### src/agcgl_defines.vh
/*
 * Constants for the per-channel gain loop: widths, limits, table base
 * and the exponent alignment delay. Included by the gain-loop design file.
 */
`ifndef AGCGL_DEFINES_VH
`define AGCGL_DEFINES_VH

// ----------------------------------------
// Widths
// ----------------------------------------
`define AGCGL_ADC_W 12
`define AGCGL_PWR_W 9
`define AGCGL_CODE_W 5
`define AGCGL_LUT_DEPTH 32
`define AGCGL_LUT_W 8
`define AGCGL_INT_W 11
`define AGCGL_GAIN_W 3
`define AGCGL_MIX_W 15
`define AGCGL_SHUP_W 22

// ----------------------------------------
// Loop constants
// ----------------------------------------
`define AGCGL_DECIM 8
`define AGCGL_DECIM_LOG2 3
`define AGCGL_INT_MAX 11'h7FF
`define AGCGL_INT_MIN 11'h000
`define AGCGL_LUT_BASE 8'h80
`define AGCGL_SHIFT_BASE 8
`define AGCGL_EXP_DELAY 6
`define AGCGL_FIFO_DEPTH 4

`endif

### src/agcgl_fifo.v
/*
 * Small flip-flop FIFO with valid/ready on both sides.
 * Assumes a single clock and synchronous active-low reset.
 */
`timescale 1ns/1ps
module agcgl_fifo #(
  parameter WIDTH = 8,
  parameter DEPTH = 4,
  parameter AW = 2
) (
  // Clock and reset
  input wire clk,
  input wire reset_n,
  // Fill side
  input wire in_valid,
  output wire in_ready,
  input wire [WIDTH-1:0] in_data,
  // Drain side
  output wire out_valid,
  input wire out_ready,
  output wire [WIDTH-1:0] out_data
);
  reg [WIDTH-1:0] mem_q [0:DEPTH-1];
  reg [AW-1:0] wr_q;
  reg [AW-1:0] rd_q;
  reg [AW:0] cnt_q;
  reg [AW:0] cnt_d;
  reg in_ready_q;
  wire push;
  wire pop;
  // Ready comes from a flop so the fill-side pin carries no decode logic
  assign in_ready = in_ready_q;
  assign out_valid = (cnt_q != {(AW+1){1'b0}});
  assign out_data = mem_q[rd_q];
  assign push = in_valid && in_ready;
  assign pop = out_valid && out_ready;
  always @* begin
    cnt_d = cnt_q;
    if (push && !pop)
      cnt_d = cnt_q + 1'b1;
    else if (pop && !push)
      cnt_d = cnt_q - 1'b1;
  end
  always @(posedge clk) begin
    if (!reset_n) begin
      wr_q <= {AW{1'b0}};
      rd_q <= {AW{1'b0}};
      cnt_q <= {(AW+1){1'b0}};
      in_ready_q <= 1'b1;
    end else begin
      cnt_q <= cnt_d;
      in_ready_q <= (cnt_d != DEPTH[AW:0]);
      if (push) begin
        mem_q[wr_q] <= in_data;
        wr_q <= (wr_q == DEPTH[AW-1:0] - 1'b1) ? {AW{1'b0}} : wr_q + 1'b1;
      end
      if (pop)
        rd_q <= (rd_q == DEPTH[AW-1:0] - 1'b1) ? {AW{1'b0}} : rd_q + 1'b1;
    end
  end
endmodule // agcgl_fifo

### src/agcgl_gain_loop.v
/*
 * Dual-channel automatic gain loop: power detector, fixed-to-float code,
 * table lookup, loop shift, saturating integrator, amplifier interface
 * and the aligned digital exponent with the mixer shift-up.
 * Assumes synchronous inputs on clk; table writes come as plain strobes.
 */
// Operation
// - Each channel drives a 3-bit gain word, 6dB per code step.
// - Outside reset and sync, a channel strobe pulses high only when its gain word changed last cycle.
// - Channel A and B strobes are independent outside master reset and sync.
// - Both strobes are asserted while master reset or sync is active.
// - Power is absolute value then two-stage comb, decimating by eight.
// - The 9-bit power becomes a 5-bit exponent and mantissa code.
// - Exponent is leading-one position minus one; mantissa the two bits below; powers under 4 give exponent 0 and mantissa bits 1:0.
// - The code addresses a 32x8 signed table loaded by software.
// - Table output scaled by two to the shift count minus eight.
// - Integrator accumulates, loadable from each channel's own initial value.
// - Top eight integrator bits are readable per channel.
// - Gain word is the top three integrator bits, sent with strobe.
// - 11-bit integrator saturates at 0 and 2047, never wraps.
// - Digital exponent is the bitwise inverse of the gain word.
// - 15-bit mixer word is placed in a 22-bit field by exponent.
// - Hold low runs the loop; hold high pins integrator to initial value.
// - While held, inverted top bits of initial value drive the gain word.
// - Exponent inhibit clear passes the exponent; set applies no compensation.
`timescale 1ns/1ps
`include "agcgl_defines.vh"
module agcgl_gain_loop #(
  parameter ADC_W = `AGCGL_ADC_W,
  parameter EXP_DELAY = `AGCGL_EXP_DELAY,
  parameter FIFO_DEPTH = `AGCGL_FIFO_DEPTH
) (
  // Clock and reset
  input wire clk,
  input wire reset_n,
  input wire master_reset_pin_n,
  input wire sync_in_n,
  // Samples
  input wire signed [ADC_W-1:0] adc_a,
  input wire signed [ADC_W-1:0] adc_b,
  // Control
  input wire [1:0] loop_shift_count,
  input wire integrator_hold,
  input wire exponent_inhibit,
  input wire [7:0] integrator_init_chan_a,
  input wire [7:0] integrator_init_chan_b,
  // Table load
  input wire lut_wr_en,
  input wire [7:0] lut_wr_addr,
  input wire [7:0] lut_wr_data,
  // Mixer words in, shifted words out
  input wire mix_valid,
  output wire mix_ready,
  input wire [2*`AGCGL_MIX_W-1:0] mix_data,
  output reg shup_valid_q,
  input wire shup_ready,
  output reg [`AGCGL_SHUP_W-1:0] shup_a_q,
  output reg [`AGCGL_SHUP_W-1:0] shup_b_q,
  // Amplifier interface and readback
  output reg [2:0] analog_gain_word_a_q,
  output reg [2:0] analog_gain_word_b_q,
  output reg gain_strobe_chan_a,
  output reg gain_strobe_chan_b,
  output reg [7:0] integrator_readback_chan_a,
  output reg [7:0] integrator_readback_chan_b,
  output reg [2:0] digital_gain_exponent_a_q,
  output reg [2:0] digital_gain_exponent_b_q
);

  // ----------------------------------------
  // Helpers
  // ----------------------------------------
  function [ADC_W-1:0] abs_val;
    input [ADC_W-1:0] x;
    begin
      abs_val = x[ADC_W-1] ? (~x + 1'b1) : x;
    end
  endfunction

  function [4:0] to_float;
    input [8:0] p;
    begin
      if (p[8]) to_float = {3'h7, p[7:6]};
      else if (p[7]) to_float = {3'h6, p[6:5]};
      else if (p[6]) to_float = {3'h5, p[5:4]};
      else if (p[5]) to_float = {3'h4, p[4:3]};
      else if (p[4]) to_float = {3'h3, p[3:2]};
      else if (p[3]) to_float = {3'h2, p[2:1]};
      else if (p[2]) to_float = {3'h1, p[1:0]};
      else to_float = {3'h0, p[1:0]};
    end
  endfunction

  // Scaled error: table value times 2^(shift-8), kept as 13-bit signed
  function signed [12:0] scale_err;
    input [7:0] v;
    input [1:0] sh;
    reg signed [12:0] w;
    begin
      w = {{5{v[7]}}, v};
      scale_err = (w <<< sh) >>> 8;
    end
  endfunction

  function [10:0] sat_add;
    input [10:0] acc;
    input signed [12:0] e;
    reg signed [13:0] s;
    begin
      s = $signed({3'h0, acc}) + {e[12], e};
      if (s < 14'sh0) sat_add = `AGCGL_INT_MIN;
      else if (s > $signed({3'h0, `AGCGL_INT_MAX})) sat_add = `AGCGL_INT_MAX;
      else sat_add = s[10:0];
    end
  endfunction

  function [21:0] shift_up;
    input [14:0] m;
    input [2:0] e;
    reg signed [21:0] w;
    begin
      w = {m, 7'h00};
      shift_up = w >>> (3'h7 - e);
    end
  endfunction

  // ----------------------------------------
  // Power detector and lookup, both channels
  // ----------------------------------------
  wire init_act = !master_reset_pin_n || !sync_in_n;
  reg [2:0] phase_q;
  reg [7:0] lut_q [0:`AGCGL_LUT_DEPTH-1];
  reg [ADC_W+5:0] acc1_q [0:1];
  reg [ADC_W+5:0] acc2_q [0:1];
  reg [ADC_W+5:0] dly1_q [0:1];
  reg [ADC_W+5:0] dly2_q [0:1];
  reg [4:0] code_q [0:1];
  reg code_vld_q;
  reg [10:0] int_q [0:1];
  reg [2:0] gain_d [0:1];
  reg [2:0] gain_prev_q [0:1];
  reg [3*EXP_DELAY-1:0] exp_pipe_q [0:1];
  wire [ADC_W-1:0] adc_in [0:1];
  wire [7:0] init_v [0:1];
  reg [ADC_W+5:0] c1 [0:1];
  reg [ADC_W+5:0] c2 [0:1];
  integer ch;
  integer i;
  integer j;
  assign adc_in[0] = adc_a;
  assign adc_in[1] = adc_b;
  assign init_v[0] = integrator_init_chan_a;
  assign init_v[1] = integrator_init_chan_b;

  always @(posedge clk) begin
    if (lut_wr_en && lut_wr_addr[7:5] == `AGCGL_LUT_BASE >> 5)
      lut_q[lut_wr_addr[4:0]] <= lut_wr_data;
  end

  // Comb differences at the decimation point, one pair per channel
  always @* begin
    for (j = 0; j < 2; j = j + 1) begin
      c1[j] = acc2_q[j] - dly1_q[j];
      c2[j] = c1[j] - dly2_q[j];
    end
  end

  // Two integrators at the input rate, two combs at the decimated rate
  always @(posedge clk) begin
    if (!reset_n || init_act) begin
      phase_q <= 3'h0;
      code_vld_q <= 1'b0;
      for (ch = 0; ch < 2; ch = ch + 1) begin
        acc1_q[ch] <= {(ADC_W+6){1'b0}};
        acc2_q[ch] <= {(ADC_W+6){1'b0}};
        dly1_q[ch] <= {(ADC_W+6){1'b0}};
        dly2_q[ch] <= {(ADC_W+6){1'b0}};
        code_q[ch] <= 5'h00;
      end
    end else begin
      phase_q <= phase_q + 1'b1;
      code_vld_q <= (phase_q == 3'h7);
      for (ch = 0; ch < 2; ch = ch + 1) begin
        acc1_q[ch] <= acc1_q[ch] + {6'h00, abs_val(adc_in[ch])};
        acc2_q[ch] <= acc2_q[ch] + acc1_q[ch];
        if (phase_q == 3'h7) begin
          dly1_q[ch] <= acc2_q[ch];
          dly2_q[ch] <= c1[ch];
          // Gain of 64 puts an 11-bit magnitude in bits 16:6, read as 16:8; only a full-scale
          // negative run reaches the top bit, so clamp rather than wrap
          code_q[ch] <= to_float(c2[ch][ADC_W+5] ? 9'h1FF : c2[ch][ADC_W+4:ADC_W-4]);
        end
      end
    end
  end

  // ----------------------------------------
  // Integrator, gain word and strobes
  // ----------------------------------------
  always @* begin
    for (i = 0; i < 2; i = i + 1) begin
      if (integrator_hold)
        gain_d[i] = ~init_v[i][7:5];
      else
        gain_d[i] = int_q[i][10:8];
    end
  end

  always @(posedge clk) begin
    if (!reset_n || init_act) begin
      for (ch = 0; ch < 2; ch = ch + 1) begin
        int_q[ch] <= {init_v[ch], 3'h0} & 11'h000;
        gain_prev_q[ch] <= 3'h0;
      end
      analog_gain_word_a_q <= 3'h0;
      analog_gain_word_b_q <= 3'h0;
      gain_strobe_chan_a <= 1'b1;
      gain_strobe_chan_b <= 1'b1;
      integrator_readback_chan_a <= 8'h00;
      integrator_readback_chan_b <= 8'h00;
    end else begin
      for (ch = 0; ch < 2; ch = ch + 1) begin
        if (integrator_hold)
          int_q[ch] <= {init_v[ch], 3'h0};
        else if (code_vld_q)
          int_q[ch] <= sat_add(int_q[ch], scale_err(lut_q[code_q[ch]], loop_shift_count));
        gain_prev_q[ch] <= gain_d[ch];
      end
      analog_gain_word_a_q <= gain_d[0];
      analog_gain_word_b_q <= gain_d[1];
      // Each strobe compares only its own channel's word
      gain_strobe_chan_a <= (gain_d[0] != gain_prev_q[0]);
      gain_strobe_chan_b <= (gain_d[1] != gain_prev_q[1]);
      integrator_readback_chan_a <= int_q[0][10:3];
      integrator_readback_chan_b <= int_q[1][10:3];
    end
  end

  // ----------------------------------------
  // Exponent alignment
  // ----------------------------------------
  // Shift line sized by a fixed latency; does not track a changing ADC latency
  always @(posedge clk) begin
    if (!reset_n) begin
      exp_pipe_q[0] <= {(3*EXP_DELAY){1'b1}};
      exp_pipe_q[1] <= {(3*EXP_DELAY){1'b1}};
      digital_gain_exponent_a_q <= 3'h7;
      digital_gain_exponent_b_q <= 3'h7;
    end else begin
      for (ch = 0; ch < 2; ch = ch + 1)
        exp_pipe_q[ch] <= {exp_pipe_q[ch][3*EXP_DELAY-4:0], ~gain_d[ch]};
      digital_gain_exponent_a_q <= exponent_inhibit ? 3'h7 : exp_pipe_q[0][3*EXP_DELAY-1 -: 3];
      digital_gain_exponent_b_q <= exponent_inhibit ? 3'h7 : exp_pipe_q[1][3*EXP_DELAY-1 -: 3];
    end
  end

  // ----------------------------------------
  // Mixer buffer and shift-up
  // ----------------------------------------
  wire f_valid;
  wire [2*`AGCGL_MIX_W-1:0] f_data;
  wire f_pop = f_valid && (!shup_valid_q || shup_ready);
  agcgl_fifo #(
    .WIDTH(2*`AGCGL_MIX_W),
    .DEPTH(FIFO_DEPTH),
    .AW(2)
  ) u_fifo (
    .clk(clk),
    .reset_n(reset_n),
    .in_valid(mix_valid),
    .in_ready(mix_ready),
    .in_data(mix_data),
    .out_valid(f_valid),
    .out_ready(f_pop),
    .out_data(f_data)
  );

  always @(posedge clk) begin
    if (!reset_n) begin
      shup_valid_q <= 1'b0;
      shup_a_q <= 22'h000000;
      shup_b_q <= 22'h000000;
    end else begin
      if (f_pop) begin
        shup_valid_q <= 1'b1;
        shup_a_q <= shift_up(f_data[14:0], digital_gain_exponent_a_q);
        shup_b_q <= shift_up(f_data[29:15], digital_gain_exponent_b_q);
      end else if (shup_ready)
        shup_valid_q <= 1'b0;
    end
  end
endmodule // agcgl_gain_loop

### config.mk
export PLATFORM = sky130hd
export DESIGN_NAME = agcgl_gain_loop
export DESIGN_NICKNAME = d
export VERILOG_FILES = /design/src/agcgl_fifo.v /design/src/agcgl_gain_loop.v
export VERILOG_INCLUDE_DIRS = /design/src
export SDC_FILE = /design/constraint.sdc
export NUM_CORES = 1
export LEC_CHECK = 0
export CAP_MARGIN = 20
export CORE_AREA = 3 3 210 212
export DETAILED_ROUTE_END_ITERATION = 8
export DIE_AREA = 0 0 213 215
export DONT_BUFFER_PORTS = 1
export PLACE_DENSITY = 0.87
export SYNTH_ARGS = -nofsm -noshare
export SYNTH_HDL_FRONTEND = slang
export SYNTH_SLANG_ARGS = --single-unit
### constraint.sdc
create_clock -name clk -period 11.3 [get_ports clk]
set_clock_uncertainty 0.15 [all_clocks]
set_input_delay 0 -clock clk [delete_from_list [all_inputs] [get_ports clk]]
set_output_delay 0 -clock clk [all_outputs]
set_load 0.02 [all_outputs]
; ---- After elaboration in Yosys (flattened, before gate mapping)
; Memory sizes are Yosys's and may differ from the RTL's. A register that Yosys moved wholly into a read port is not among the register bits.
; Index checks and enable logic that the tools add are counted.
; Widths: inputs -> output; s select.
[op_classes]
add_sub_neg = 19
magnitude_cmp = 4
eq_ne = 7
shift = 4
muxes = 80
bitwise = 25
reduce_logical = 18
[ops]
columns = operator, count
row1 = $mux 18, 10
row2 = $mux 11, 14
row3 = $sub 18x18->18, 4
row4 = $mux 5, 14
row5 = $sshr 22x3->22, 2
row6 = $add 18x12->18, 2
row7 = $add 18x18->18, 2
row8 = $add 12x5->13, 2
row9 = $gt 13x12->1 const B, 2
row10 = $lt 13x1->1 const B, 2
row11 = $sshl 8x2->13, 2
row12 = $add 12x1->12 const B, 2
row13 = $mux 12, 2
row14 = $mux 3, 8
row15 = $not 12->12, 2
row16 = $mux 1, 22
row17 = $mux 9, 2
row18 = $or 1x1->1, 18
row19 = $mux 4, 4
row20 = $not 3->3, 4
row21 = $mux 2, 4
row22 = $add 3x1->3 const B, 2
row23 = $eq 3x3->1 const B, 2
row24 = $logic_and 1x1->1, 6
row25 = 12 further kinds, 23
[word_totals]
reg_bits = 87
ramBits = 594
out_inout_bits = 76
elab_cells = 184
mem_count = 10
[memory_table]
columns = name, depth, word_bits, read_ports, rd_ports_with_merged_regs, write_ports, line_no
row1 = lut_q, 32, 8, 2, 0, 1, agcgl_gain_loop.v:132  ; reg [7:0] lut_q [0:`AGCGL_LUT_DEPTH-1];
row2 = u_fifo.mem_q, 4, 30, 1, 1, 1, agcgl_fifo.v:23  ; reg [WIDTH-1:0] mem_q [0:DEPTH-1];
row3 = acc1_q, 2, 18, 2, 0, 2, agcgl_gain_loop.v:133  ; reg [ADC_W+5:0] acc1_q [0:1];
row4 = acc2_q, 2, 18, 2, 0, 2, agcgl_gain_loop.v:134  ; reg [ADC_W+5:0] acc2_q [0:1];
row5 = dly1_q, 2, 18, 2, 0, 2, agcgl_gain_loop.v:135  ; reg [ADC_W+5:0] dly1_q [0:1];
row6 = dly2_q, 2, 18, 2, 0, 2, agcgl_gain_loop.v:136  ; reg [ADC_W+5:0] dly2_q [0:1];
row7 = 4 more memories, n/a, n/a, n/a, n/a, n/a, n/a

; ---- Logic depth before layout (Yosys ltp)
; An unclocked memory read counts as a cell.
[depth]
ltp_word = 14
ltp_mapped = 24
ltp_nobuf = 24

; ---- By module
; From an unflattened synthesis, not the netlist that was laid out.
[hier_totals]
cells_unflattened = 2333
area_unflattened_um2 = 27099.7
[modules_own_cells]
columns = module, n_inst, cells_per_inst, area_each_um2, seq_area_each_um2
row1 = agcgl_gain_loop, 1, 2112, 22196.3, 9749.4
row2 = agcgl_fifo, 1, 221, 4903.5, 3803.6

; ---- Worst setup path after synthesis
; OpenSTA, ideal clock, no wires.
[synth_path]
path_type = register -> register
startpoint = mem code_q[1][0], in the netlist code_q[0][5]
endpoint = mem int_q[1][10] (data pin)
setup_ns = 0.274
arrival_time_ns = 4.951
required_ns = 10.876
path_slack_ns = 5.925
stages_incl_launch_ff = 22
n_path_buf = 4
path_cell_list = edfxtp_1 buf_2 buf_2 buf_2 mux4_2 mux4_2 mux2_2 o211ai_1 o21ai_0 ha_1 inv_1 fa_1 nor2b_1 o21ai_0 a21boi_0 o21ai_0 a21boi_0 o311a_1 o41a_1 mux2i_1 clkbuf_1 o211ai_1
[synth_rtl]
columns = item, line_no
row1 = start: declaration, agcgl_gain_loop.v:137  ; reg [4:0] code_q [0:1];
row2 = end: declaration, agcgl_gain_loop.v:139  ; reg [10:0] int_q [0:1];

==> flow_summary.toml <==
[synth]
edff_count_synth = 320
post_synth_main_area_contributors = "sky130_fd_sc_hd__edfxtp_1 (35%), sky130_fd_sc_hd__dfxtp_1 (15%), sky130_fd_sc_hd__ha_1 (7.4%)"
post_synth_inst_count = 2376
synth_top_area_cell = "sky130_fd_sc_hd__edfxtp_1"
seq_area_frac_synth = 0.5003
synth.ff_latch_count = 517
fraction_of_registers_with_async_set_or_reset_after_synthesis = 0
postSynth.topFlopCell = "sky130_fd_sc_hd__edfxtp_1"
synth_top_cell_area_share = 0.3547
syn-num-nets = 2641
mappedNetlistArea_um2 = 27090
yosys.cell_types.count = 72
synth.avg_cell_area_um2 = 11.40
ys.warnings.count = 0

[worst_setup_path]
critical_path.reg2reg.startpoint = "code_q[0][5]"
timing.critical_path.buf_inv = 2
worst-r2r-cell-count = 16
cp_slowest_stage_delay_ns = 0.85
timing.critical_path.arrival_ns = 6.97
cp-end-kind = "flop"
cp-startpoint = "code_q[0][5]"
critical_path_required_ns = 11.45
startpoint_type = "flop"
path_delay_family = "multiplexers"
regToRegSetupSlack_ns = 4.49
timing_worst_setup_path_type = "flop to flop"
path_cells = "buf_4 > mux4_2 > mux4_2 > mux2i_1 > inv_1 > ha_1 > nor2b_1 > o21ai_0 > a21boi_0 > o21ai_0 > a21boi_0 > o311a_1 > o41a_1 > mux2i_1 > o21bai_2 > o221ai_1"
critical_path.slowest_cell = "sky130_fd_sc_hd__mux2i_1"
worst-path-max-fanout = 24
crit_cells = 16

[worst_hold_path]
holdCritStartpoint = "lut_wr_addr[7]"
number_of_cells_traversed_by_the_worst_hold_path = 4
holdCritPathClass = "input pin to flop"

[layout]
layoutNonFillerInstCount = 3108
area.sequential_um2 = 13550
multiInputGateArea_um2 = 12670
post_route_cells_drive_above_1_share = 0.08652
nets = 2787
nFillCells = 2422
areaGrowthSynthToFinish_pct = 14.85

[power_and_ir_drop]
comb_power_share = 0.234
power_report.internal_total_w = 0.003686
clock_power_share = 0.338
power.static_leakage_nw = 12.21
pwr_density_cell_nw_per_um2 = 171.9
share_seq_of_total_power = 0.428
irDropWorstVdd_mv = 0.1855
power.share.switching = 0.3107
p_switching_w = 0.001661
total_power_w = 0.005347

[place]
globalplace.congestion = 0.8853
dpl.cell_count = 2834
post-dp-hpwl_um = 42070
port-buffer-count = 0

[sta]
grt_setup_unrepaired = "false"
finalMaxSlewViolations = 0
maximum_clock_frequency_mhz = 146.7
hold_violations = 0
timing_worst_slew_pin_value_ns = 1.079
tns_ns = 0
final_period_minus_worst_setup_slack_ns = 6.815
final.period_utilization = 0.6031
timing.final.setup_violations = 0
maxSlewHeadroom = 0.2604

[global_routing]
antenna_violations_before_repair = 4
number_of_global_route_vias_before_repair = 20260
largest_net_degree_at_the_start_of_global_routing = 96
track_usage = 0.2942
grt_first_pass_wirelength_um = 107800
grt_remaining_overflow = 0

[clocking]
clock_tree.root_cell = "sky130_fd_sc_hd__clkbuf_16"
tritoncts_clock_tree = "done"
clock_insertion_delay_worst_skew_ns = 0.63
clockBufferDepth = 3
clock_buffers_created_by_tritoncts = 53
cts.sinks = 517
htree_levels = 2
cts_post_setup_buffers_inserted = 0
cts.reportedPaths.clkPinSlew_ns = 0.06
post_cts_resize_count = 0

[floorplanning]
floorplan.rows = 75
io_pins = 173
floorplan.die.width_um = 213
placeableCoreArea_um2 = 42130
initial_core_util = 0.6430
die_h_um = 215
dieArea_um2 = 45800

[detailed_routing]
route.vias.total = 20140
avgRoutedWirePerCell_um = 21.93
drc_violations_left = 0
drt_first_pass_iters = 6
drt-vias-per-instance = 6.481
drt.antenna.violating_nets = 0
route.final.wire_length_um = 68170
dr.first_iter.drc_count = 2091

[status]
result_of_the_run = "complete, no violations"

[run]
drv_cap = 0
cell type report:
cell class              instances  area share
flip-flops and latches        517      0.4356
repair buffers                183     0.06048
clock inverters                24    0.009088
clock buffers                  75     0.04894
well taps                     539     0.02167
inverters                     140     0.01689
multi-input cells            1627      0.4071
diodes                          3   0.0002413
worst reg2reg max path: stages (launching register included):
cell,delay (ns)
sky130_fd_sc_hd__edfxtp_1,0.33
sky130_fd_sc_hd__buf_4,0.43
sky130_fd_sc_hd__mux4_2,0.62
sky130_fd_sc_hd__mux4_2,0.50
sky130_fd_sc_hd__mux2i_1,0.49
sky130_fd_sc_hd__inv_1,0.40
sky130_fd_sc_hd__ha_1,0.44
sky130_fd_sc_hd__nor2b_1,0.15
sky130_fd_sc_hd__o21ai_0,0.22
sky130_fd_sc_hd__a21boi_0,0.13
sky130_fd_sc_hd__o21ai_0,0.25
sky130_fd_sc_hd__a21boi_0,0.19
sky130_fd_sc_hd__o311a_1,0.36
sky130_fd_sc_hd__o41a_1,0.40
sky130_fd_sc_hd__mux2i_1,0.85
sky130_fd_sc_hd__o21bai_2,0.39
sky130_fd_sc_hd__o221ai_1,0.22
path summary, 6_finish.rpt:
path,to
worst max-delay path,int_q[1][9]
worst min-delay path,lut_q[25][6]
worst max register to register,int_q[1][9]
worst min register to register,exp_pipe_q[0][7]
power groups by stage:
stage	sequential (W)	clock, W	combinational, W
2_1_floorplan	0.00230	0	0.000881
6_report	0.00229	0.00181	0.00125
3_5_place_dp	0.00232	0	0.00109
5_1_grt	0.00230	0.00189	0.00136
3_3_place_gp	0.00232	0	0.00104
4_1_cts	0.00228	0.00181	0.00119
flip-flops by register name (all words and copies together) (netlist names), 8 cells and up, named ones only:
| signal | flops |
|---|---|
| u_fifo.mem_q | 120 |
| lut_q | 96 |
| acc1_q | 36 |
| acc2_q | 36 |
| dly1_q | 36 |
| dly2_q | 36 |
| exp_pipe_q | 36 |
| int_q | 22 |
| shup_a_q | 22 |
| shup_b_q | 22 |
| code_q | 10 |
| integrator_readback_chan_a | 8 |
| integrator_readback_chan_b | 8 |
layer usage:
| layer | vias up | wire length (µm) | GRT usage |
|---|---|---|---|
| met5 | - | 18 | 0 |
| met4 | 4 | 3126 | 0.1348 |
| met3 | 251 | 5961 | 0.05702 |
| met2 | 1131 | 33910 | 0.5009 |
| met1 | 9755 | 25160 | 0.3622 |
| li1 | 9002 | - | - |
through the flow:
step / cell area (µm²) / setup WS [ns] / util / hold WS, ns
floorplan: 27090 / 5.925 / - / -0.05113
global placement: 27500 / 4.863 / 0.6527 / -0.05750
detailed placement: 27500 / 4.540 / 0.6527 / -0.05145
CTS: 31010 / 4.539 / 0.7359 / 0.007154
global route: 31110 / 4.208 / 0.7384 / 0.03974
finish: 31110 / 4.485 / 0.7385 / 0.03052
cell usage after synthesis (7+ instances only):
master and number:
sky130_fd_sc_hd__a21oi_1 113, sky130_fd_sc_hd__nand3b_1 7, sky130_fd_sc_hd__a31oi_1 26, sky130_fd_sc_hd__nand3_1 32
sky130_fd_sc_hd__a221oi_1 9, sky130_fd_sc_hd__edfxtp_1 320, sky130_fd_sc_hd__nor3_1 42, sky130_fd_sc_hd__mux2_2 20
sky130_fd_sc_hd__dfxtp_1 197, sky130_fd_sc_hd__and2_1 68, sky130_fd_sc_hd__or3_1 24, sky130_fd_sc_hd__o211ai_1 19
sky130_fd_sc_hd__o31ai_1 10, sky130_fd_sc_hd__fa_1 8, sky130_fd_sc_hd__nor3b_1 24, sky130_fd_sc_hd__nor2_1 209
sky130_fd_sc_hd__nor2b_1 26, sky130_fd_sc_hd__xor2_1 51, sky130_fd_sc_hd__inv_1 140, sky130_fd_sc_hd__a21boi_0 12
sky130_fd_sc_hd__a21o_1 32, sky130_fd_sc_hd__nand2b_1 63, sky130_fd_sc_hd__nand2_1 143, sky130_fd_sc_hd__xnor2_1 92
sky130_fd_sc_hd__o21a_1 18, sky130_fd_sc_hd__ha_1 160, sky130_fd_sc_hd__mux4_1 14, sky130_fd_sc_hd__mux2i_1 46
sky130_fd_sc_hd__clkbuf_1 68, sky130_fd_sc_hd__o21bai_1 20, sky130_fd_sc_hd__mux4_2 76, sky130_fd_sc_hd__o21ai_0 100
sky130_fd_sc_hd__o211a_1 7, sky130_fd_sc_hd__buf_1 18, sky130_fd_sc_hd__a211oi_1 12, sky130_fd_sc_hd__and3_1 57
timing repair:
item | in CTS | in global routing
hold endpoints to repair | 630 | 0
endpoints found under the setup margin | 0 | 0
hold buffers | 167 | 0
kinds of logic after synthesis:
group,Yosys count,share of synthesized area
compound gates,433,0.1026
fa+ha+maj,168,0.07981
flops,517,0.5003
buf+inv,232,0.03302
xor+xnor,144,0.04706
mux,158,0.1032
simple gates,724,0.1341
placed cells by master (no fill, tap or decap), drive strengths merged, types with 8 or more instances in the layout:
| cell type | instances |
|---|---|
| edfxtp | 320 |
| nor2 | 209 |
| dfxtp | 197 |
| dlygate4sd3 | 165 |
| ha | 160 |
| inv | 147 |
| nand2 | 143 |
| a21oi | 113 |
| o21ai | 102 |
| xnor2 | 92 |
| mux4 | 90 |
| clkbuf | 75 |
| and2 | 69 |
| nand2b | 64 |
| and3 | 57 |
| xor2 | 51 |
| mux2i | 46 |
| nor3 | 42 |
| a21o | 32 |
| nand3 | 32 |
| nor2b | 26 |
| a31oi | 26 |
| or3 | 24 |
| nor3b | 24 |
| mux2 | 22 |
| o21bai | 21 |
| o211ai | 19 |
| o21a | 18 |
| buf | 18 |
| a211oi | 12 |
| a21boi | 12 |
| o31ai | 10 |
| a221oi | 10 |
| clkinv | 10 |
| fa | 8 |
Note: power is estimated with default switching activity, not from simulation.
